==> config.mk <==
export PLATFORM = sky130hd
export DESIGN_NAME = gpij_top
export DESIGN_NICKNAME = d
export VERILOG_FILES = /design/src/core/gpij_pkg.sv /design/src/core/gpij_top.sv
export VERILOG_INCLUDE_DIRS = /design/src /design/src/core
export SDC_FILE = /design/constraint.sdc
export NUM_CORES = 1
export LEC_CHECK = 0
export BUFFER_PORTS_ARGS = -buffer_cell sky130_fd_sc_hd__buf_4
export CAP_MARGIN = 20
export CORE_MARGIN = 2
export CORE_UTILIZATION = 50
export CTS_CLUSTER_SIZE = 10
export DETAILED_ROUTE_END_ITERATION = 12
export PLACE_DENSITY = 0.85
export SKIP_LAST_GASP = 1
export SYNTH_ARGS = -nofsm -noshare
export SYNTH_HDL_FRONTEND = slang
export SYNTH_SLANG_ARGS = --single-unit
==> constraint.sdc <==
create_clock -name CLOCK_I -period 8.2 [get_ports CLOCK_I]
set_input_delay 0 -clock CLOCK_I [delete_from_list [all_inputs] [get_ports CLOCK_I]]
set_output_delay 0 -clock CLOCK_I [all_outputs]
set_load 0.05 [all_outputs]
==> src/core/gpij_defines.svh <==
// Register offsets, field positions and reset values of the port block
`ifndef GPIJ_DEFINES_SVH
`define GPIJ_DEFINES_SVH

// ---------------------------------------------------------------
// Register byte offsets
// ---------------------------------------------------------------
`define GPIJ_OFF_PJ_DATA   8'h00
`define GPIJ_OFF_PJ_OE     8'h04
`define GPIJ_OFF_PJ_FS     8'h08
`define GPIJ_OFF_RSVD      8'h10
`define GPIJ_OFF_PJ_PU     8'h2c
`define GPIJ_OFF_PJ_IE     8'h38
`define GPIJ_OFF_PI_FS     8'h48
`define GPIJ_OFF_PI_PU     8'h6c
`define GPIJ_OFF_PI_IE     8'h78

// ---------------------------------------------------------------
// Field layout and reset values
// ---------------------------------------------------------------
`define GPIJ_PORT_W        8
`define GPIJ_RST_BYTE      8'h00
`define GPIJ_RST_WORD      32'h0000_0000
`define GPIJ_PJ_IRQ_BITS   8'hcf
`define GPIJ_PJ_TMR_BITS   8'h30
`define GPIJ_PI_TMR_BITS   8'h3f
`define GPIJ_PI_CAP_HI     7
`define GPIJ_PI_CAP_LO     6
`define GPIJ_HTRANS_NSEQ   2'h2

`endif

==> src/core/gpij_pkg.sv <==
// Types shared by the port block
package gpij_pkg;
	// One port's worth of bits
	typedef logic [7:0] gpij_byte_type;
	// One bus word
	typedef logic [31:0] gpij_word_type;
	// Register selected by a bus address
	typedef enum logic [3:0] {
		GPIJ_SEL_NONE    = 4'h0,
		GPIJ_SEL_PJ_DATA = 4'h1,
		GPIJ_SEL_PJ_OE   = 4'h2,
		GPIJ_SEL_PJ_FS   = 4'h3,
		GPIJ_SEL_PJ_PU   = 4'h4,
		GPIJ_SEL_PJ_IE   = 4'h5,
		GPIJ_SEL_PI_FS   = 4'h6,
		GPIJ_SEL_PI_PU   = 4'h7,
		GPIJ_SEL_PI_IE   = 4'h8
	} gpij_sel_type;
endpackage

==> src/core/gpij_top.sv <==
// Port J and Port I control block with a bus register slave
`timescale 1ns/100ps
`include "gpij_defines.svh"

module gpij_top
	import gpij_pkg::*;
(
	// Clock and reset
	input  wire logic          CLOCK_I,
	input  wire logic          RESETN_I,
	// Bus slave
	input  wire logic          HSEL_I,
	input  wire logic [31:0]   HADDR_I,
	input  wire logic [1:0]    HTRANS_I,
	input  wire logic          HWRITE_I,
	input  wire logic [2:0]    HSIZE_I,
	input  wire logic [31:0]   HWDATA_I,
	input  wire logic          HREADY_I,
	output logic [31:0]        HRDATA_O,
	output logic               HREADYOUT_O,
	output logic               HRESP_O,
	// Clock/mode block status
	input  wire logic          STOP_MODE_I,
	input  wire logic          STOP_DRIVE_HALT_I,
	// Timer outputs 7 to 0
	input  wire logic [7:0]    TIMER_OUT_I,
	// Port I data and drive from the left-out registers
	input  wire logic [7:0]    PI_DATA_I,
	input  wire logic [7:0]    PI_DRIVE_I,
	// Port J pins
	input  wire logic [7:0]    PJ_PIN_I,
	output logic [7:0]         PJ_PIN_O,
	output logic [7:0]         PJ_PIN_OE_O,
	output logic [7:0]         PJ_PULLUP_O,
	output logic [7:0]         PJ_INBUF_O,
	output logic [7:0]         PJ_IN_O,
	// Port I pins
	input  wire logic [7:0]    PI_PIN_I,
	output logic [7:0]         PI_PIN_O,
	output logic [7:0]         PI_PIN_OE_O,
	output logic [7:0]         PI_PULLUP_O,
	output logic [7:0]         PI_INBUF_O,
	output logic [7:0]         PI_IN_O,
	// Interrupt and capture routing
	output logic [7:0]         EXT_IRQ_O,
	output logic [1:0]         TIMER4_CAPTURE_O
);

	// -----------------------------------------------------------
	// Reset synchroniser
	// -----------------------------------------------------------
	logic          rst_s1_r;   // First stage, read by second only
	logic          rst_n_r;    // Released reset used everywhere

	// Asynchronous assert, two-edge release
	always_ff @(posedge CLOCK_I or negedge RESETN_I) begin
		if (!RESETN_I) begin
			rst_s1_r <= 1'b0;
			rst_n_r  <= 1'b0;
		end else begin
			rst_s1_r <= 1'b1;
			rst_n_r  <= rst_s1_r;
		end
	end

	// -----------------------------------------------------------
	// Address decode
	// -----------------------------------------------------------
	gpij_sel_type  addr_sel;   // Register hit by the address phase
	logic          take;       // Address phase accepted this edge

	// Map word address to register
	function automatic gpij_sel_type dec(input logic [7:0] a);
		gpij_sel_type s;
		s = GPIJ_SEL_NONE;
		if ({a[7:2], 2'h0} == `GPIJ_OFF_PJ_DATA)
			s = GPIJ_SEL_PJ_DATA;
		else if ({a[7:2], 2'h0} == `GPIJ_OFF_PJ_OE)
			s = GPIJ_SEL_PJ_OE;
		else if ({a[7:2], 2'h0} == `GPIJ_OFF_PJ_FS)
			s = GPIJ_SEL_PJ_FS;
		else if ({a[7:2], 2'h0} == `GPIJ_OFF_PJ_PU)
			s = GPIJ_SEL_PJ_PU;
		else if ({a[7:2], 2'h0} == `GPIJ_OFF_PJ_IE)
			s = GPIJ_SEL_PJ_IE;
		else if ({a[7:2], 2'h0} == `GPIJ_OFF_PI_FS)
			s = GPIJ_SEL_PI_FS;
		else if ({a[7:2], 2'h0} == `GPIJ_OFF_PI_PU)
			s = GPIJ_SEL_PI_PU;
		else if ({a[7:2], 2'h0} == `GPIJ_OFF_PI_IE)
			s = GPIJ_SEL_PI_IE;
		// Reserved and unmapped words stay NONE
		return s;
	endfunction

	assign addr_sel = dec(HADDR_I[7:0]);
	assign take     = HSEL_I && HREADY_I &&
	                  (HTRANS_I == `GPIJ_HTRANS_NSEQ);

	// -----------------------------------------------------------
	// Write data phase
	// -----------------------------------------------------------
	logic          wr_pend_r;  // Write data phase in progress
	gpij_sel_type  wr_sel_r;   // Register being written

	// Capture a write address phase
	always_ff @(posedge CLOCK_I or negedge rst_n_r) begin
		if (!rst_n_r) begin
			wr_pend_r <= 1'b0;
			wr_sel_r  <= GPIJ_SEL_NONE;
		end else begin
			wr_pend_r <= take && HWRITE_I;
			wr_sel_r  <= addr_sel;
		end
	end

	// -----------------------------------------------------------
	// Register file
	// -----------------------------------------------------------
	gpij_byte_type pj_data_r, pj_data_nxt;  // Port J data
	gpij_byte_type pj_oe_r,   pj_oe_nxt;    // Port J output enable
	gpij_byte_type pj_fs_r,   pj_fs_nxt;    // Port J function select
	gpij_byte_type pj_pu_r,   pj_pu_nxt;    // Port J pull-up
	gpij_byte_type pj_ie_r,   pj_ie_nxt;    // Port J input enable
	gpij_byte_type pi_fs_r,   pi_fs_nxt;    // Port I function select
	gpij_byte_type pi_pu_r,   pi_pu_nxt;    // Port I pull-up
	gpij_byte_type pi_ie_r,   pi_ie_nxt;    // Port I input enable
	gpij_byte_type wbyte;                   // Low byte of write data

	assign wbyte = HWDATA_I[7:0];

	// Next values; upper write bits are dropped
	always_comb begin
		pj_data_nxt = pj_data_r;
		pj_oe_nxt   = pj_oe_r;
		pj_fs_nxt   = pj_fs_r;
		pj_pu_nxt   = pj_pu_r;
		pj_ie_nxt   = pj_ie_r;
		pi_fs_nxt   = pi_fs_r;
		pi_pu_nxt   = pi_pu_r;
		pi_ie_nxt   = pi_ie_r;
		if (wr_pend_r) begin
			unique case (wr_sel_r)
				GPIJ_SEL_PJ_DATA: pj_data_nxt = wbyte;
				GPIJ_SEL_PJ_OE:   pj_oe_nxt   = wbyte;
				GPIJ_SEL_PJ_FS:   pj_fs_nxt   = wbyte;
				GPIJ_SEL_PJ_PU:   pj_pu_nxt   = wbyte;
				GPIJ_SEL_PJ_IE:   pj_ie_nxt   = wbyte;
				GPIJ_SEL_PI_FS:   pi_fs_nxt   = wbyte;
				GPIJ_SEL_PI_PU:   pi_pu_nxt   = wbyte;
				GPIJ_SEL_PI_IE:   pi_ie_nxt   = wbyte;
				// Unmapped writes are dropped
				GPIJ_SEL_NONE:    ;
				default:          ;
			endcase
		end
	end

	always_ff @(posedge CLOCK_I or negedge rst_n_r) begin
		if (!rst_n_r) begin
			pj_data_r <= `GPIJ_RST_BYTE;
			pj_oe_r   <= `GPIJ_RST_BYTE;
			pj_fs_r   <= `GPIJ_RST_BYTE;
			pj_pu_r   <= `GPIJ_RST_BYTE;
			pj_ie_r   <= `GPIJ_RST_BYTE;
			pi_fs_r   <= `GPIJ_RST_BYTE;
			pi_pu_r   <= `GPIJ_RST_BYTE;
			pi_ie_r   <= `GPIJ_RST_BYTE;
		end else begin
			pj_data_r <= pj_data_nxt;
			pj_oe_r   <= pj_oe_nxt;
			pj_fs_r   <= pj_fs_nxt;
			pj_pu_r   <= pj_pu_nxt;
			pj_ie_r   <= pj_ie_nxt;
			pi_fs_r   <= pi_fs_nxt;
			pi_pu_r   <= pi_pu_nxt;
			pi_ie_r   <= pi_ie_nxt;
		end
	end

	// -----------------------------------------------------------
	// Read data and response
	// -----------------------------------------------------------
	gpij_byte_type rbyte;      // Selected register, write forwarded

	// Read from next values so a write just before is seen
	always_comb begin
		unique case (addr_sel)
			GPIJ_SEL_PJ_DATA: rbyte = pj_data_nxt;
			GPIJ_SEL_PJ_OE:   rbyte = pj_oe_nxt;
			GPIJ_SEL_PJ_FS:   rbyte = pj_fs_nxt;
			GPIJ_SEL_PJ_PU:   rbyte = pj_pu_nxt;
			GPIJ_SEL_PJ_IE:   rbyte = pj_ie_nxt;
			GPIJ_SEL_PI_FS:   rbyte = pi_fs_nxt;
			GPIJ_SEL_PI_PU:   rbyte = pi_pu_nxt;
			GPIJ_SEL_PI_IE:   rbyte = pi_ie_nxt;
			GPIJ_SEL_NONE:    rbyte = `GPIJ_RST_BYTE;
			default:          rbyte = `GPIJ_RST_BYTE;
		endcase
	end

	// Upper bits read zero; no wait states
	always_ff @(posedge CLOCK_I or negedge rst_n_r) begin
		if (!rst_n_r) begin
			HRDATA_O    <= `GPIJ_RST_WORD;
			HREADYOUT_O <= 1'b1;
			HRESP_O     <= 1'b0;
		end else begin
			if (take && !HWRITE_I)
				HRDATA_O <= {24'h00_0000, rbyte};
			else
				HRDATA_O <= `GPIJ_RST_WORD;
			HREADYOUT_O <= 1'b1;
			HRESP_O     <= 1'b0;
		end
	end

	// -----------------------------------------------------------
	// Pin input synchronisers
	// -----------------------------------------------------------
	gpij_byte_type pj_s1_r;    // Port J first stage
	gpij_byte_type pj_s2_r;    // Port J second stage
	gpij_byte_type pi_s1_r;    // Port I first stage
	gpij_byte_type pi_s2_r;    // Port I second stage

	// Two flops before any pin is read
	always_ff @(posedge CLOCK_I or negedge rst_n_r) begin
		if (!rst_n_r) begin
			pj_s1_r <= `GPIJ_RST_BYTE;
			pj_s2_r <= `GPIJ_RST_BYTE;
			pi_s1_r <= `GPIJ_RST_BYTE;
			pi_s2_r <= `GPIJ_RST_BYTE;
		end else begin
			pj_s1_r <= PJ_PIN_I;
			pj_s2_r <= pj_s1_r;
			pi_s1_r <= PI_PIN_I;
			pi_s2_r <= pi_s1_r;
		end
	end

	// -----------------------------------------------------------
	// Pin function logic
	// -----------------------------------------------------------
	logic          halt;       // Stop mode with pin drive halted
	gpij_byte_type pj_in;      // Port J input after buffer gate
	gpij_byte_type pi_in;      // Port I input after buffer gate
	gpij_byte_type pj_tsel;    // Port J pins driven by a timer
	gpij_byte_type pi_tsel;    // Port I pins driven by a timer
	gpij_byte_type pj_tmr;     // Timers 7,6 placed on pins 5,4
	gpij_byte_type irq_gate;   // Pins allowed to raise interrupts

	assign halt = STOP_MODE_I && STOP_DRIVE_HALT_I;

	assign pj_in = pj_s2_r & pj_ie_r;
	assign pi_in = pi_s2_r & pi_ie_r;

	assign pj_tsel = pj_fs_r & `GPIJ_PJ_TMR_BITS;
	assign pj_tmr  = {2'h0, TIMER_OUT_I[7:6], 4'h0};
	assign pi_tsel = pi_fs_r & `GPIJ_PI_TMR_BITS;

	// In halted stop only selected, enabled pins pass
	// Otherwise input enable alone passes the pin
	assign irq_gate = halt ? (pj_ie_r & pj_fs_r) : pj_ie_r;

	// Per-bit Port J drive and direction
	always_ff @(posedge CLOCK_I or negedge rst_n_r) begin
		if (!rst_n_r) begin
			PJ_PIN_O    <= `GPIJ_RST_BYTE;
			PJ_PIN_OE_O <= `GPIJ_RST_BYTE;
			PJ_PULLUP_O <= `GPIJ_RST_BYTE;
			PJ_INBUF_O  <= `GPIJ_RST_BYTE;
			PJ_IN_O     <= `GPIJ_RST_BYTE;
		end else begin
			PJ_PIN_O    <= (pj_tmr & pj_tsel) |
			               (pj_data_r & ~pj_tsel);
			// Driver follows enable, cut by halt
			PJ_PIN_OE_O <= halt ? `GPIJ_RST_BYTE : pj_oe_r;
			// Pull-up and buffer to the pads
			PJ_PULLUP_O <= pj_pu_r;
			PJ_INBUF_O  <= pj_ie_r;
			PJ_IN_O     <= pj_in;
		end
	end

	// Port I drive, pads and input
	always_ff @(posedge CLOCK_I or negedge rst_n_r) begin
		if (!rst_n_r) begin
			PI_PIN_O    <= `GPIJ_RST_BYTE;
			PI_PIN_OE_O <= `GPIJ_RST_BYTE;
			PI_PULLUP_O <= `GPIJ_RST_BYTE;
			PI_INBUF_O  <= `GPIJ_RST_BYTE;
			PI_IN_O     <= `GPIJ_RST_BYTE;
		end else begin
			PI_PIN_O    <= (TIMER_OUT_I & pi_tsel) |
			               (PI_DATA_I & ~pi_tsel);
			PI_PIN_OE_O <= halt ? `GPIJ_RST_BYTE : PI_DRIVE_I;
			PI_PULLUP_O <= pi_pu_r;
			PI_INBUF_O  <= pi_ie_r;
			PI_IN_O     <= pi_in;
		end
	end

	always_ff @(posedge CLOCK_I or negedge rst_n_r) begin
		if (!rst_n_r) begin
			EXT_IRQ_O        <= `GPIJ_RST_BYTE;
			TIMER4_CAPTURE_O <= 2'h0;
		end else begin
			EXT_IRQ_O <= pj_in & irq_gate & `GPIJ_PJ_IRQ_BITS;
			// Pins 7,6 to capture inputs 1,0
			TIMER4_CAPTURE_O <= {
				pi_in[`GPIJ_PI_CAP_HI] & pi_fs_r[`GPIJ_PI_CAP_HI],
				pi_in[`GPIJ_PI_CAP_LO] & pi_fs_r[`GPIJ_PI_CAP_LO]};
		end
	end

endmodule

After elaboration in Yosys (flattened, before gate mapping). Cells that the tools add are included.

Equal/unequal tests: 24. Mux-type cells: 29. Bitwise operators: 14. Reduce and logical (&&, ||, !) cells: 7.

Operator list (number): $mux 8 (20); $pmux 8 s8 (1); $and 8x8->8 (6); $eq 4x3->1 const B (8); $mux 4 (8); $eq 6x5->1 const B (3); $eq 4x2->1 const B (4); $not 6->8 (2); $eq 6x4->1 const B (2); $and 8x6->8 (1); $eq 4x1->1 const B (2); $eq 4x4->1 const B (2); $or 6x8->8 (1); $or 8x8->8 (1); $and 6x6->6 (1); $eq 6x1->1 const B (1); $eq 6x2->1 const B (1); $logic_not 6->1 (1); $logic_and 1x1->1 (5); $and 1x1->1 (2); $eq 2x2->1 const B (1); $logic_not 1->1 (1).

Register bits: 199. Input bits: 116. Output and inout bits: 124. Logic and storage cells: 103.

Logic depth before layout (Yosys ltp).
Depth after elaboration: 12. Depth in mapped cells: 7. Mapped depth without buffers: 5.

Least setup slack after synthesis. OpenSTA, ideal clock, no wires.

Kind: register to register. Start: register wr_sel_r[3]. End: register HRDATA_O[0]. Setup time: 138 ps. Arrival: 1734 ps. Path slack: 6328 ps. Stages on the path, launching flop included: 6. Clock period less this slack: 1872 ps. Cells stage by stage: dfrtp_1 > nand3b_2 > nor2_4 > mux2_2 > a2111oi_2 > a31oi_1.

Longest elaborated chain between the ends: 5.

Ends and longest elaborated chain: start: declaration (RTL line gpij_top.sv:104) `gpij_sel_type wr_sel_r;`; start signal: assignment (RTL line gpij_top.sv:113) `wr_sel_r <= addr_sel;`; $eq 4x2->1 (RTL line gpij_top.sv:143) `unique case (wr_sel_r)`; $mux 8 (RTL line gpij_top.sv:143); $mux 8 (RTL line gpij_top.sv:142) `if (wr_pend_r) begin`; via pj_fs_nxt[0] (RTL line gpij_top.sv:122) `gpij_byte_type pj_fs_r, pj_fs_nxt;`; $pmux 8 s8 (RTL line gpij_top.sv:188) `unique case (addr_sel)`; $mux 8 (RTL line gpij_top.sv:209) `if (take && !HWRITE_I)`; end signal: assignment (RTL line gpij_top.sv:205) `` HRDATA_O <= `GPIJ_RST_WORD; ``; end signal: assignment (RTL line gpij_top.sv:210) `HRDATA_O <= {24'h00_0000, rbyte};`; end signal: assignment (RTL line gpij_top.sv:212) `` HRDATA_O <= `GPIJ_RST_WORD; ``; end: declaration (RTL line gpij_top.sv:19) `output logic [31:0] HRDATA_O,`.

The timed path passes the listed nets, and every way through them passes these cells.

Worst setup path after layout.
Start: register wr_sel_r[0]. End: register HRDATA_O[4].

Longest elaborated chain between the ends: 5.

Ends and longest elaborated chain: $eq 4x2->1 (RTL line gpij_top.sv:143); $mux 8 (RTL line gpij_top.sv:143); $mux 8 (RTL line gpij_top.sv:142); via pj_oe_nxt[4] (RTL line gpij_top.sv:121) `gpij_byte_type pj_oe_r, pj_oe_nxt;`; $pmux 8 s8 (RTL line gpij_top.sv:188); $mux 8 (RTL line gpij_top.sv:209).

The timed path passes the listed nets, and every way through them passes these cells.

==> run_summary.xml <==
<?xml version="1.0" encoding="UTF-8"?>
<metrics>
  <group name="run_status">
    <metric name="run_status" unit="">completed</metric>
  </group>
  <group name="power">
    <metric name="p_clk_frac" unit="">0.389</metric>
    <metric name="power_leakage" unit="nW">4.44</metric>
    <metric name="p_int" unit="mW">1.52</metric>
    <metric name="switching_share" unit="">0.281</metric>
    <metric name="p_per_area" unit="nW/µm²">217</metric>
    <metric name="post-layout-total-power" unit="mW">2.11</metric>
    <metric name="pwr-share-seq" unit="">0.494</metric>
    <metric name="power.ir.vdd_worst" unit="mV">0.152</metric>
    <metric name="combPwrFrac" unit="">0.117</metric>
    <metric name="reported_net_switching_power" unit="mW">0.593</metric>
  </group>
  <group name="clock_tree">
    <metric name="cts_inserted_buffers" unit="">17</metric>
    <metric name="clock-sinks" unit="">199</metric>
    <metric name="clk_transition_reported_paths" unit="ns">0.08</metric>
    <metric name="h-tree-depth" unit="">4</metric>
    <metric name="cts_tree" unit="">yes</metric>
    <metric name="cts_resized" unit="">0</metric>
    <metric name="cts_buffer_depth" unit="">2</metric>
    <metric name="clock_tree.root_cell" unit="">sky130_fd_sc_hd__clkbuf_16</metric>
    <metric name="worstSkewPairLatency" unit="ns">0.43</metric>
    <metric name="cts.hold.buffers_added" unit="">57</metric>
    <metric name="post-cts-setup-buffer-count" unit="">0</metric>
  </group>
  <group name="finish">
    <metric name="fraction_of_layout_cells_with_a_size_suffix_above_1" unit="">0.336</metric>
    <metric name="postLayoutCoreUtil" unit="">0.676</metric>
    <metric name="design.final.nets" unit="">867</metric>
    <metric name="syn2layout_area_growth" unit="%">33.6</metric>
    <metric name="stdcell_area" unit="µm²">9710</metric>
    <metric name="diodes" unit="">0</metric>
  </group>
  <group name="drt">
    <metric name="drc_errors" unit="">0</metric>
    <metric name="firstDrtPassIters" unit="">5</metric>
    <metric name="routed_wirelength" unit="µm">18000</metric>
    <metric name="drt_first_iter_violations" unit="">398</metric>
    <metric name="vias" unit="">4993</metric>
    <metric name="number_of_vias_per_cell" unit="">5.27</metric>
    <metric name="wl_per_cell" unit="µm">19.0</metric>
    <metric name="antenna_violating_nets_post_route" unit="">0</metric>
  </group>
  <group name="die">
    <metric name="starting_utilization_of_the_core_area" unit="">0.506</metric>
    <metric name="floorplan.die.height" unit="µm">125</metric>
    <metric name="core" unit="µm²">14400</metric>
    <metric name="io-pin-count" unit="">240</metric>
    <metric name="die_span_in_x" unit="µm">125</metric>
    <metric name="floorplan.die_area" unit="µm²">15500</metric>
    <metric name="rows" unit="">44</metric>
  </group>
  <group name="timing">
    <metric name="timing.setup.tns" unit="ns">0</metric>
    <metric name="fmaxAchievable" unit="MHz">397</metric>
    <metric name="relSlewSlack" unit="">0.429</metric>
    <metric name="finalSetupViolations" unit="">0</metric>
    <metric name="final.setup_skew" unit="ns">0.00847</metric>
    <metric name="worstMarginPinSlew" unit="ns">0.855</metric>
    <metric name="rsz_0062_raised_after_global_routing" unit="">false</metric>
    <metric name="period_minus_slack" unit="ns">2.52</metric>
    <metric name="slew_viol_final" unit="">0</metric>
    <metric name="timing.final.crit_share" unit="">0.307</metric>
    <metric name="hold_viol" unit="">0</metric>
  </group>
  <group name="worst_setup_path">
    <metric name="ff2ff_path_depth" unit="">5</metric>
    <metric name="regToRegStartpoint" unit="">wr_sel_r[0]</metric>
    <metric name="cpLargestDelayFamily" unit="">simple AND/OR/NAND/NOR gates</metric>
    <metric name="cell_by_cell_trace_of_the_critical_path" unit="">nor3b_4 &gt; nand2_2 &gt; mux2_2 &gt; a2111oi_2 &gt; a31oi_1</metric>
    <metric name="worst_setup_path_end_kind" unit="">register</metric>
    <metric name="crit_path_max_fanout" unit="">17</metric>
    <metric name="timing.critical_path.slowest_cell_delay" unit="ns">0.72</metric>
    <metric name="critical_path.slowest_cell" unit="">sky130_fd_sc_hd__nor3b_4</metric>
    <metric name="wp_buf_inv" unit="">0</metric>
    <metric name="reg2reg_setup_slack" unit="ns">5.68</metric>
    <metric name="worstSetupPathDepth" unit="">5</metric>
    <metric name="cp_data_arrival_time" unit="ns">2.82</metric>
    <metric name="timing.critical_path.to" unit="">HRDATA_O[4]</metric>
    <metric name="critical_path.reg2reg.endpoint" unit="">HRDATA_O[4]</metric>
    <metric name="timing.setup.critical_path_class" unit="">reg -&gt; reg</metric>
    <metric name="setup.worst_path.start_class" unit="">register</metric>
    <metric name="setup.worst_path.start" unit="">wr_sel_r[0]</metric>
    <metric name="required" unit="ns">8.50</metric>
  </group>
  <group name="logic_synthesis">
    <metric name="synth_cell_types" unit="">49</metric>
    <metric name="main_combinational_cell_family_by_area_after_synthesis" unit="">simple AND/OR/NAND/NOR gates</metric>
    <metric name="yosys_reg_bits" unit="">199</metric>
    <metric name="synth_xor_area_frac" unit="">0.00120</metric>
    <metric name="post_synth_and_or_nand_nor_area_fraction" unit="">0.107</metric>
    <metric name="seq_area_frac_synth" unit="">0.685</metric>
    <metric name="syn_inst" unit="">532</metric>
    <metric name="dominantRegCellSynth" unit="">sky130_fd_sc_hd__dfrtp_1</metric>
    <metric name="number_of_enable_flip_flop_cells_after_synthesis" unit="">0</metric>
    <metric name="muxShareOfSynthArea" unit="">0.0738</metric>
    <metric name="synth-compound-area-share" unit="">0.0877</metric>
    <metric name="post_synth_adder_cell_area" unit="">0</metric>
    <metric name="yosysWarningCount" unit="">0</metric>
    <metric name="synth.cell_area" unit="µm²">7270</metric>
    <metric name="synth.avg_cell_area" unit="µm²">13.7</metric>
    <metric name="postSynth.asyncResetShare" unit="">1.00</metric>
  </group>
  <group name="global_route">
    <metric name="wire_length_of_the_first_global_routing_pass" unit="µm">28100</metric>
    <metric name="grt_pass1_vias" unit="">5131</metric>
    <metric name="gr-usage-all-layers" unit="">0.235</metric>
    <metric name="largest_net_degree_at_the_start_of_global_routing" unit="">85</metric>
    <metric name="antenna_found_initial" unit="">0</metric>
    <metric name="globalRoute.totalOverflow" unit="">0</metric>
  </group>
  <group name="placement">
    <metric name="port-buffer-count" unit="">158</metric>
    <metric name="dp.final_hpwl" unit="µm">11800</metric>
    <metric name="dpl_cell_area" unit="µm²">8520</metric>
    <metric name="globalplace.congestion" unit="">0.852</metric>
  </group>
  <group name="min_path">
    <metric name="worst_hold_path_type" unit="">in -&gt; reg</metric>
    <metric name="whs_path_depth" unit="">3</metric>
  </group>
  <group name="run">
    <metric name="cap_violations" unit="">0</metric>
  </group>
</metrics>
-- layout make-up --
| type | count | area, µm² |
|---|---|---|
| repair buffers | 218 | 1800 |
| multi-input cells | 306 | 2070 |
| well taps | 184 | 230 |
| clock buffers | 17 | 425 |
| inverters | 9 | 33.8 |
| clock inverters | 15 | 171 |
| flip-flops and latches | 199 | 4980 |
| fillers | 968 | 4660 |
-- state kept, by name, summed over array words and instances, names as in the netlist, 8 cells and up --
signal	count
pj_data_r	8
pj_pu_r	8
pj_s2_r	8
HRDATA_O	8
PI_IN_O	8
pi_s2_r	8
pi_pu_r	8
PJ_INBUF_O	8
pi_ie_r	8
PJ_PIN_O	8
pj_s1_r	8
PI_PIN_OE_O	8
pi_fs_r	8
PJ_IN_O	8
pj_ie_r	8
PI_PIN_O	8
pj_oe_r	8
PI_INBUF_O	8
pj_fs_r	8
PI_PULLUP_O	8
PJ_PULLUP_O	8
PJ_PIN_OE_O	8
pi_s1_r	8
-- logic make-up (layout without fill, tap and decap cells) --
group                  count (synthesis)  after routing
flip-flops                           199            199
AND/OR/NAND/NOR                      135            135
AO/OA/AOI/OAI                         93             93
buffers and inverters                 54            259
multiplexers                          48             48
other                                  2             29
XOR/XNOR                               1              1
-- worst register-to-register path: cells and delay by family (launching register included) --
| kind | cells | cell delay (ns) |
|---|---|---|
| AND/OR/NAND/NOR | 2 | 0.94 |
| multiplexers | 1 | 0.35 |
| AO/OA/AOI/OAI | 2 | 0.66 |
| flip-flops | 1 | 0.45 |
-- power by group through the flow --
stage               logic [mW]  clock network [mW]  registers, mW
global placement         0.219                   0           1.06
CTS                      0.244               0.839           1.04
floorplan               0.0768                   0           1.14
finish                   0.246               0.822           1.04
global route             0.260               0.881           1.05
detailed placement       0.223                   0           1.06
-- layer usage --
layer,vias to the layer above,part of all wire,GRT usage,routed length [µm]
met4,0,0.013,0.0595,240
li1,2242,-,-,-
met3,25,0.061,0.0631,1090
met1,2530,0.41,0.302,7410
met2,196,0.51,0.399,9240
met5,-,0,0,0
-- cells in the mapped netlist (7+ instances only) --
library cell,instances,share of area
sky130_fd_sc_hd__nand2_1,34,0.018
sky130_fd_sc_hd__mux2_2,41,0.063
sky130_fd_sc_hd__clkbuf_1,11,0.0057
sky130_fd_sc_hd__dfrtp_1,199,0.68
sky130_fd_sc_hd__and2_1,34,0.029
sky130_fd_sc_hd__o21ai_0,20,0.014
sky130_fd_sc_hd__nand3_1,26,0.018
sky130_fd_sc_hd__a31oi_1,8,0.0069
sky130_fd_sc_hd__a2111oi_2,7,0.014
sky130_fd_sc_hd__inv_1,8,0.0041
sky130_fd_sc_hd__a21oi_1,26,0.018
sky130_fd_sc_hd__nor2_1,7,0.0036
sky130_fd_sc_hd__buf_4,29,0.030
-- stage by stage --
stage / hold WS [ns] / setup slack (ns) / instances
after floorplan: -0.296 / 2.24 / 559
after global placement: -0.217 / 5.59 / 858
after detailed placement: -0.215 / 5.48 / 858
after CTS: 0.00155 / 5.47 / 947
after global routing: 0.0216 / 5.58 / 948
final: 0.0165 / 5.68 / 948
-- layout by cell type, fill, tap and decap left out, types with 17 or more instances in the layout --
| cell | n |
|---|---|
| sky130_fd_sc_hd__clkbuf_16 | 17 |
| sky130_fd_sc_hd__a21oi_1 | 26 |
| sky130_fd_sc_hd__nand3_1 | 26 |
| sky130_fd_sc_hd__o21ai_0 | 20 |
| sky130_fd_sc_hd__conb_1 | 29 |
| sky130_fd_sc_hd__mux2_2 | 41 |
| sky130_fd_sc_hd__dlygate4sd3_1 | 57 |
| sky130_fd_sc_hd__buf_4 | 160 |
| sky130_fd_sc_hd__nand2_1 | 34 |
| sky130_fd_sc_hd__and2_1 | 34 |
| sky130_fd_sc_hd__dfrtp_1 | 198 |
-- worst min path at each step --
stage | start | end | slack, ns
detailed placement | RESETN_I | rst_s1_r | -0.21
finish | HADDR_I[2] | wr_sel_r[2] | 0.02
CTS | HADDR_I[2] | wr_sel_r[2] | 0.002
floorplan | RESETN_I | rst_n_r | -0.30
global placement | RESETN_I | rst_s1_r | -0.22
global route | HADDR_I[2] | wr_sel_r[2] | 0.02
Note: power is estimated with default switching activity, not from simulation.
